`src/shared/iox_defines.svh`:
```
// Constants for the two-wire port expander: slave address, command
// pointers, reset values and bit counts.
// Assumes inclusion by every file of the expander core and its bench.
`ifndef IOX_DEFINES_SVH
`define IOX_DEFINES_SVH

// Upper four bits of the 7-bit slave address; the low three come from straps.
`define IOX_ADDR_HI     4'h4
// Command pointer values carried by the first written byte.
`define IOX_PTR_INPUT   8'h00
`define IOX_PTR_OUTPUT  8'h01
`define IOX_PTR_DIR     8'h02
// Reset values: direction one means input.
`define IOX_IN_RST      8'hFF
`define IOX_OUT_RST     8'hFF
`define IOX_DIR_RST     8'hFF
`define IOX_PTR_RST     8'h00
// Bits per byte on the serial bus.
`define IOX_BYTE_BITS   4'h8

`endif

```
`src/shared/iox_pkg.sv`:
```
// Types shared by the port expander core and its bench.
// Assumes nothing beyond a SystemVerilog compiler.
`default_nettype none

package iox_pkg;

  // Serial slave sequence states.
  typedef enum logic [2:0] {
    IOX_IDLE,
    IOX_ADDR,
    IOX_ACK_ADDR,
    IOX_WRITE,
    IOX_ACK_WRITE,
    IOX_READ,
    IOX_ACK_READ
  } iox_state_e;

  // One sample of the two bus lines.
  typedef struct packed {
    logic scl;
    logic sda;
  } iox_bus_s;

endpackage : iox_pkg

`default_nettype wire
```
`src/core/iox_expander.sv`:
```
// Eight-bit port expander behind a two-wire serial slave, with a pin
// compare that raises an open-drain interrupt.
// Assumes the serial lines are already synchronous to clock_in and that
// the clock runs far faster than the serial clock: each serial clock phase
// must span at least four system clocks, and data may only move while the
// serial clock is low, at least two system clocks clear of either edge.
// Both open-drain outputs need an external pull-up to read high.
`include "iox_defines.svh"
`default_nettype none

module iox_expander
  import iox_pkg::*;
(
  // Clock and reset.
  input  wire logic       clock_in,
  input  wire logic       nrst_in,
  // Address straps.
  input  wire logic [2:0] addr_sel_in,
  // Serial bus lines.
  input  wire logic       scl_in,
  input  wire logic       sda_in,
  output logic            sda_out,
  output logic            sda_oe_out,
  // Port pins.
  input  wire logic [7:0] port_in,
  output logic [7:0]      port_out,
  output logic [7:0]      port_oe_out,
  // Open-drain interrupt.
  output logic            int_n_out,
  output logic            int_oe_out
);

  //////////////////////////////////////////////////////////////////////////
  // Declarations.

  // Sequencer state and the previous sample of the bus lines.
  iox_state_e state;
  iox_bus_s   bus_q;
  // Byte assembly: bit count, receive shifter and transmit shifter.
  logic [3:0] bit_cnt;
  logic [7:0] shift;
  logic [7:0] tx;
  logic       rd_nwr;
  logic       first_byte;
  logic       more;
  // Register file: pointer, direction (one means input) and input snapshot.
  logic [7:0] ptr;
  logic [7:0] dir;
  logic [7:0] in_reg;
  // Decoded bus events, each valid for one system clock.
  logic       scl_rise;
  logic       scl_fall;
  logic       start_cond;
  logic       stop_cond;
  logic       byte_done;
  logic       read_go;
  logic [7:0] next_tx;

  // Selects the byte returned for a read at the given pointer.
  function automatic logic [7:0] rd_sel(input logic [7:0] p,
                                        input logic [7:0] pins,
                                        input logic [7:0] o,
                                        input logic [7:0] d);
    case (p)
      `IOX_PTR_INPUT:  rd_sel = pins;
      `IOX_PTR_OUTPUT: rd_sel = o;
      `IOX_PTR_DIR:    rd_sel = d;
      default:         rd_sel = 8'h00;
    endcase
  endfunction : rd_sel

  // True once all eight bits of a byte have been clocked in or out.
  function automatic logic byte_full(input logic [3:0] cnt);
    byte_full = (cnt == `IOX_BYTE_BITS);
  endfunction : byte_full

  //////////////////////////////////////////////////////////////////////////
  // Bus event decode.

  // Previous sample of both lines, for edge and condition detection.
  always_ff @(posedge clock_in or negedge nrst_in) begin
    if (!nrst_in) begin
      bus_q <= '{scl: 1'b1, sda: 1'b1};
    end else begin
      bus_q <= '{scl: scl_in, sda: sda_in};
    end
  end

  // Start and stop are data edges while the clock stays high.
  assign scl_rise   = scl_in & ~bus_q.scl;
  assign scl_fall   = ~scl_in & bus_q.scl;
  assign start_cond = scl_in & bus_q.scl & bus_q.sda & ~sda_in;
  assign stop_cond  = scl_in & bus_q.scl & ~bus_q.sda & sda_in;

  // A byte counts only once all eight bits were clocked in.
  assign byte_done = (state == IOX_WRITE) && scl_fall && byte_full(bit_cnt);

  // A read byte is loaded at the falling edge that ends an acknowledge.
  assign read_go = scl_fall && (((state == IOX_ACK_ADDR) && rd_nwr)
                   || ((state == IOX_ACK_READ) && more));
  assign next_tx = rd_sel(ptr, port_in, port_out, dir);

  //////////////////////////////////////////////////////////////////////////
  // Serial slave sequencer.

  // A transfer runs start, address, acknowledge, then bytes with their own
  // acknowledge slots until a stop or a repeated start. Start and stop are
  // checked ahead of the state decode so that either one cuts any byte in
  // flight: a byte cut short never reaches its acknowledge and never
  // updates a register. The bit count runs up on each rising serial clock
  // and is tested on the falling one, so a byte is whole only when the
  // eighth bit has been sampled and its clock low phase has begun.
  // Reset and a stop return the sequencer to idle.
  always_ff @(posedge clock_in or negedge nrst_in) begin
    if (!nrst_in) begin
      state      <= IOX_IDLE;
      bit_cnt    <= 4'h0;
      shift      <= 8'h00;
      tx         <= 8'h00;
      rd_nwr     <= 1'b0;
      first_byte <= 1'b0;
      more       <= 1'b0;
      sda_oe_out <= 1'b0;
    end else if (start_cond) begin
      // Every start, repeated or not, expects a full address next.
      state      <= IOX_ADDR;
      bit_cnt    <= 4'h0;
      sda_oe_out <= 1'b0;
    end else if (stop_cond) begin
      // Nothing more is accepted until a new start.
      state      <= IOX_IDLE;
      sda_oe_out <= 1'b0;
    end else begin
      case (state)
        // Silent until the next start.
        IOX_IDLE: begin
          sda_oe_out <= 1'b0;
        end
        // Shift in seven address bits and the direction bit; answer only to
        // our own address so that other devices can share the bus.
        IOX_ADDR: begin
          if (scl_rise) begin
            shift   <= {shift[6:0], sda_in};
            bit_cnt <= bit_cnt + 4'h1;
          end else if (scl_fall && byte_full(bit_cnt)) begin
            if (shift[7:1] == {`IOX_ADDR_HI, addr_sel_in}) begin
              rd_nwr     <= shift[0];
              sda_oe_out <= 1'b1;
              state      <= IOX_ACK_ADDR;
            end else begin
              state <= IOX_IDLE; // Foreign address: stay silent.
            end
          end
        end
        // Hold the acknowledge through one clock, then either put out the
        // first read bit or get ready for the pointer byte.
        IOX_ACK_ADDR: begin
          if (scl_fall) begin
            bit_cnt <= 4'h0;
            if (rd_nwr) begin
              tx         <= next_tx;
              sda_oe_out <= ~next_tx[7];
              state      <= IOX_READ;
            end else begin
              first_byte <= 1'b1;
              sda_oe_out <= 1'b0;
              state      <= IOX_WRITE;
            end
          end
        end
        // Collect a written byte; the first after the address is the pointer.
        IOX_WRITE: begin
          if (scl_rise) begin
            shift   <= {shift[6:0], sda_in};
            bit_cnt <= bit_cnt + 4'h1;
          end else if (byte_done) begin
            sda_oe_out <= 1'b1; // Acknowledge only a whole byte.
            state      <= IOX_ACK_WRITE;
          end
        end
        // Release the acknowledge at the end of its clock.
        IOX_ACK_WRITE: begin
          if (scl_fall) begin
            first_byte <= 1'b0;
            bit_cnt    <= 4'h0;
            sda_oe_out <= 1'b0;
            state      <= IOX_WRITE;
          end
        end
        // Pull each bit low or release it, moving on only after a falling edge
        // so the master never sees the data change while the clock is high.
        IOX_READ: begin
          if (scl_rise) begin
            bit_cnt <= bit_cnt + 4'h1;
          end else if (scl_fall) begin
            if (byte_full(bit_cnt)) begin
              sda_oe_out <= 1'b0; // Let the master acknowledge.
              state      <= IOX_ACK_READ;
            end else begin
              tx         <= {tx[6:0], 1'b0};
              sda_oe_out <= ~tx[6];
            end
          end
        end
        // A master acknowledge asks for another copy of the same register; no
        // acknowledge ends our drive until the next start.
        IOX_ACK_READ: begin
          if (scl_rise) begin
            more <= ~sda_in;
          end else if (scl_fall) begin
            if (more) begin
              bit_cnt    <= 4'h0;
              tx         <= next_tx;
              sda_oe_out <= ~next_tx[7];
              state      <= IOX_READ;
            end else begin
              state <= IOX_IDLE; // Master declined; wait for stop.
            end
          end
        end
        default: begin
          state      <= IOX_IDLE;
          sda_oe_out <= 1'b0;
        end
      endcase
    end
  end

  // The data line is only ever pulled low.
  // Keeping the value a constant flop means the pin can never fight the
  // pull-up: only the enable moves.
  always_ff @(posedge clock_in or negedge nrst_in) begin
    if (!nrst_in) begin
      sda_out <= 1'b0;
    end else begin
      sda_out <= 1'b0;
    end
  end

  //////////////////////////////////////////////////////////////////////////
  // Port registers.

  // The first written byte sets the pointer, later ones the register.
  // Writes to the input register are dropped: it follows the pins only.
  // No auto-increment: every data byte lands at the same pointer, which
  // keeps repeated updates of one register cheap for the master.
  always_ff @(posedge clock_in or negedge nrst_in) begin
    if (!nrst_in) begin
      ptr         <= `IOX_PTR_RST;
      port_out    <= `IOX_OUT_RST;
      dir         <= `IOX_DIR_RST;  // All pins inputs.
      port_oe_out <= ~`IOX_DIR_RST;
    end else if (byte_done) begin
      if (first_byte) begin
        ptr <= shift;
      end else if (ptr == `IOX_PTR_OUTPUT) begin
        port_out <= shift; // Only after a complete byte.
      end else if (ptr == `IOX_PTR_DIR) begin
        dir         <= shift;
        port_oe_out <= ~shift;
      end
    end
  end

  // Snapshot the pins on a port read or a stop; either clears a mismatch.
  // The byte sent and the snapshot are the same sample, so nothing is lost.
  // A stop clears a pending interrupt even outside our own transfer; a
  // later pin change raises it again.
  always_ff @(posedge clock_in or negedge nrst_in) begin
    if (!nrst_in) begin
      in_reg <= `IOX_IN_RST;
    end else if (read_go && (ptr == `IOX_PTR_INPUT)) begin
      in_reg <= port_in;
    end else if (stop_cond) begin
      in_reg <= port_in;
    end
  end

  //////////////////////////////////////////////////////////////////////////
  // Interrupt.

  // The compare is registered so the interrupt pin comes straight from a
  // flop; this costs one clock of latency, far below a serial bit time.
  // Continuous compare of input pins only; a pin that returns to its
  // captured value drops out of the mismatch on its own.
  always_ff @(posedge clock_in or negedge nrst_in) begin
    if (!nrst_in) begin
      int_oe_out <= 1'b0;
    end else begin
      int_oe_out <= |((port_in ^ in_reg) & dir);
    end
  end

  // Open-drain level: low when enabled, never driven high.
  // The enable alone carries the interrupt state.
  always_ff @(posedge clock_in or negedge nrst_in) begin
    if (!nrst_in) begin
      int_n_out <= 1'b0;
    end else begin
      int_n_out <= 1'b0;
    end
  end

endmodule : iox_expander

`default_nettype wire

```
`config.mk`:
```
export PLATFORM = sky130hd
export DESIGN_NAME = iox_expander
export DESIGN_NICKNAME = d
export VERILOG_FILES = /design/src/shared/iox_pkg.sv /design/src/core/iox_expander.sv
export VERILOG_INCLUDE_DIRS = /design/src /design/src/shared
export SDC_FILE = /design/constraint.sdc
export NUM_CORES = 1
export LEC_CHECK = 0
export ABC_AREA = 1
export CORE_MARGIN = 2
export CORE_UTILIZATION = 60
export DETAILED_ROUTE_END_ITERATION = 8
export DONT_BUFFER_PORTS = 1
export PLACE_DENSITY = 0.76
export SKIP_LAST_GASP = 1
export SLEW_MARGIN = 20
export SYNTH_ARGS = -nofsm -noshare
export SYNTH_HDL_FRONTEND = slang
export SYNTH_SLANG_ARGS = --single-unit
```
`constraint.sdc`:
```
create_clock -name clock_in -period 3.6 [get_ports clock_in]
set_clock_uncertainty 0.15 [all_clocks]
set_input_delay 0.72 -clock clock_in [delete_from_list [all_inputs] [get_ports clock_in]]
set_output_delay 0.72 -clock clock_in [all_outputs]
set_load 0.05 [all_outputs]
```
==> metrics.csv <==
stage,metric,value,unit
status,status,completed,
synth,Main synth FF type,dfrtp_1,
sta,period utilization,0.564,
route,routed len/inst,14.5,µm
clock_tree,Worst-Skew Late Latency,360,ps
route,"antenna viol nets, final",0,
pwr,Gate power share,0.199,
pwr,Worst VDD drop,0.000375,V
critical_path,R2R cell count,9,
sta,final setup vio count,0,
place,GPL Wtd Cong,0.919,
synth,Post-synth top cells,"nand2_1, dfrtp_1, inv_1",
critical_path,Critical R2R Launch,bit_cnt[0],
pwr,Power Dens Cells,515,nW/µm²
critical_path,Crit Path Max Fanout,16,
layout,area delta synth->final,6.63,%
global_routing,vias in the first global route,2877,
route,initial DRC count,194,
synth,number of distinct library cells after synthesis,30,
synth,cell area after technology mapping,3530,µm²
global_routing,grt total ovfl,0,
sta,unrepaired setup endpoints after global routing,false,
die,Initial Util,0.629,
die,Placeable Area,5610,µm²
sta,Slew @ Worst Pin,601,ps
route,Detailed Route WL,7850,µm
clock_tree,Bufs on Longest Clock Path,2,
global_routing,largest net degree at the start of global routing,44,
route,Post-route DRC,0,
clock_tree,CTS Hold Bufs,1,
synth,Yosys reg bits,69,
layout,nets,482,
critical_path,Worst path most repeated cell,nand2_1,
route,first-pass iteration count of the detailed router,4,
pwr,sequential power share,0.514,
clock_tree,Num CTS Buffers,9,
sta,Final Max Tran Viols,0,
layout,fin cells,542,
synth,"Seq/Total Area, Yosys",0.499,
critical_path,flop-to-flop setup slack,1570,ps
critical_path,crit path kind,reg2reg,
synth,post-synth top area cell,dfrtp_1,
pwr,Leakage,1.79,nW
critical_path,worst path cell trace,inv_1 -> ha_1 -> nand2_1 -> nor2_1 -> nand2_1 -> nor2_2 -> nand3_2 -> nand2_1 -> o21ai_1,
sta,Final Hold Fails,0,
place,PortBufs,0,
critical_path,Worst path max stage delay,430,ps
synth,Syn Inst Count,461,
die,Die H,80.7,µm
pwr,sw frac,0.340,
critical_path,slowest CP cell,dfrtp_1,
layout,Antenna Cells,0,
pwr,sw power,659,µW
critical_path,reg2reg end,port_out[3],
die,die footprint,6510,µm²
clock_tree,CTS tree,done,
pwr,internal power,1.28,mW
clock_tree,clock slew at reported path FFs,80,ps
critical_path,crit end category,flip-flop,
synth,"top cells by area, synth","dfrtp_1, dfstp_2, nand2_1",
sta,Slew HR,0.599,
global_routing,initial antenna violation count,0,
pwr,clock network fraction of total power,0.287,
place,dpl cells,525,
clock_tree,post_cts resized,0,
synth,Yosys warnings,0,
critical_path,Critical Path RT,3720,ps
clock_tree,H-tree Lvls,3,
hold_path,Min-Delay Path Class,in2async,
layout,share of cells above drive strength 1,0.147,
sta,TNS Setup,0,ps
die,Die W,80.7,µm
clock_tree,clk root buf,clkbuf_8,
sta,f_max,0.492,GHz
critical_path,Worst setup SP type,flip-flop,
synth,asr flop ratio synth,1.00,
clock_tree,TritonCTS Sinks,69,
layout,Fillers,507,
global_routing,total global routing track utilization,0.275,
critical_path,crit path DAT,2160,ps
route,drt via density,5.40,
die,num rows,27,
run,max-capacitance violation count,0,
synth,cell with the most instances after synthesis,nand2_1,
synth,Synth top area share,0.305,
synth,syn avg cell area,7.65,µm²
global_routing,global-route wire length before repair,13500,µm
sta,minimum clock period,2030,ps
die,I/O Pins,35,
place,Detail Placement HPWL,5370,µm
synth,number of flops mapped to enable cells by yosys,0,
clock_tree,post-CTS setup buffers,0,
route,vias,2929,
[cell usage in the layout, fill, tap and decap left out, types with 9 or more instances in the layout]
master,instances
nand3_1,27
dfrtp_1,43
clkbuf_8,10
o21ai_0,23
inv_1,37
nand2_1,179
nor2_1,29
dfstp_2,26
nor2_2,9
o21ai_1,32
[cells by family after synthesis]
kind of cell | count (synthesis) | synth area share
XOR/XNOR | 5 | 0.0124
flip-flops | 69 | 0.499
AO/OA/AOI/OAI | 64 | 0.0943
other | 1 | 0.00106
adder cells (fa/ha/maj) | 2 | 0.00709
buffers and inverters | 51 | 0.0599
AND/OR/NAND/NOR | 269 | 0.327
[layout make-up]
| cell class | count | area, µm² | share of cell area |
|---|---|---|---|
| Clock buffer | 14 | 153 | 0.0406 |
| Clock inverter | 2 | 10.0 | 0.00266 |
| Inverter | 41 | 154 | 0.0409 |
| Multi-Input combinational cell | 342 | 1560 | 0.415 |
| Sequential cell | 69 | 1760 | 0.468 |
| Tap cell | 72 | 90.1 | 0.0239 |
| Timing Repair Buffer | 2 | 35.0 | 0.00931 |
[critical path: cells and delay by family, from the launching register on]
| kind | cells | cell delay, ps |
|---|---|---|
| simple gates | 6 | 1080 |
| flops | 1 | 430 |
| fa+ha+maj | 1 | 130 |
| compound gates | 1 | 80 |
| buf+inv | 1 | 70 |
[how the worst max path moves through the flow]
stage	endpoint	start	depth (start not counted)	slack, ps
final	port_out[3]	bit_cnt[0]	9	1570
after global routing	port_out[0]	bit_cnt[0]	8	1380
after CTS	port_out[3]	bit_cnt[0]	8	1560
after detailed placement	state[2]	sda_in	9	1580
after global placement	state[2]	sda_in	9	1630
after floorplan	port_oe_out[4]	scl_in	7	1780
[through the flow]
stage                     power, mW  worst slack (ps)   util  hold WS, ps  area (µm²)
final                          1.94              1570  0.671         45.0        3760
after global routing           2.06              1380  0.671         32.0        3760
after CTS                      1.94              1560  0.671         49.6        3760
after detailed placement       1.38              1580  0.637          276        3570
after global placement         1.37              1630  0.637          276        3570
after floorplan                1.28              1780      -          274        3530
[power by group through the flow]
| stage | Sequential [mW] | Combinational [mW] | Clock [mW] |
|---|---|---|---|
| after CTS | 0.994 | 0.388 | 0.558 |
| after global routing | 1.01 | 0.454 | 0.601 |
| final | 0.995 | 0.386 | 0.556 |
| after detailed placement | 1.01 | 0.373 | 0 |
| after global placement | 1.00 | 0.364 | 0 |
| after floorplan | 0.981 | 0.299 | 0 |
[layer usage]
| metal | up-vias | part of all wire | GRT usage |
|---|---|---|---|
| met2 | 61 | 0.47 | 0.427 |
| met4 | 0 | 0.015 | 0.0898 |
| li1 | 1470 | - | - |
| met1 | 1384 | 0.47 | 0.368 |
| met5 | - | 0 | 0 |
| met3 | 14 | 0.052 | 0.0831 |
Note: power is estimated with default switching activity, not from simulation.
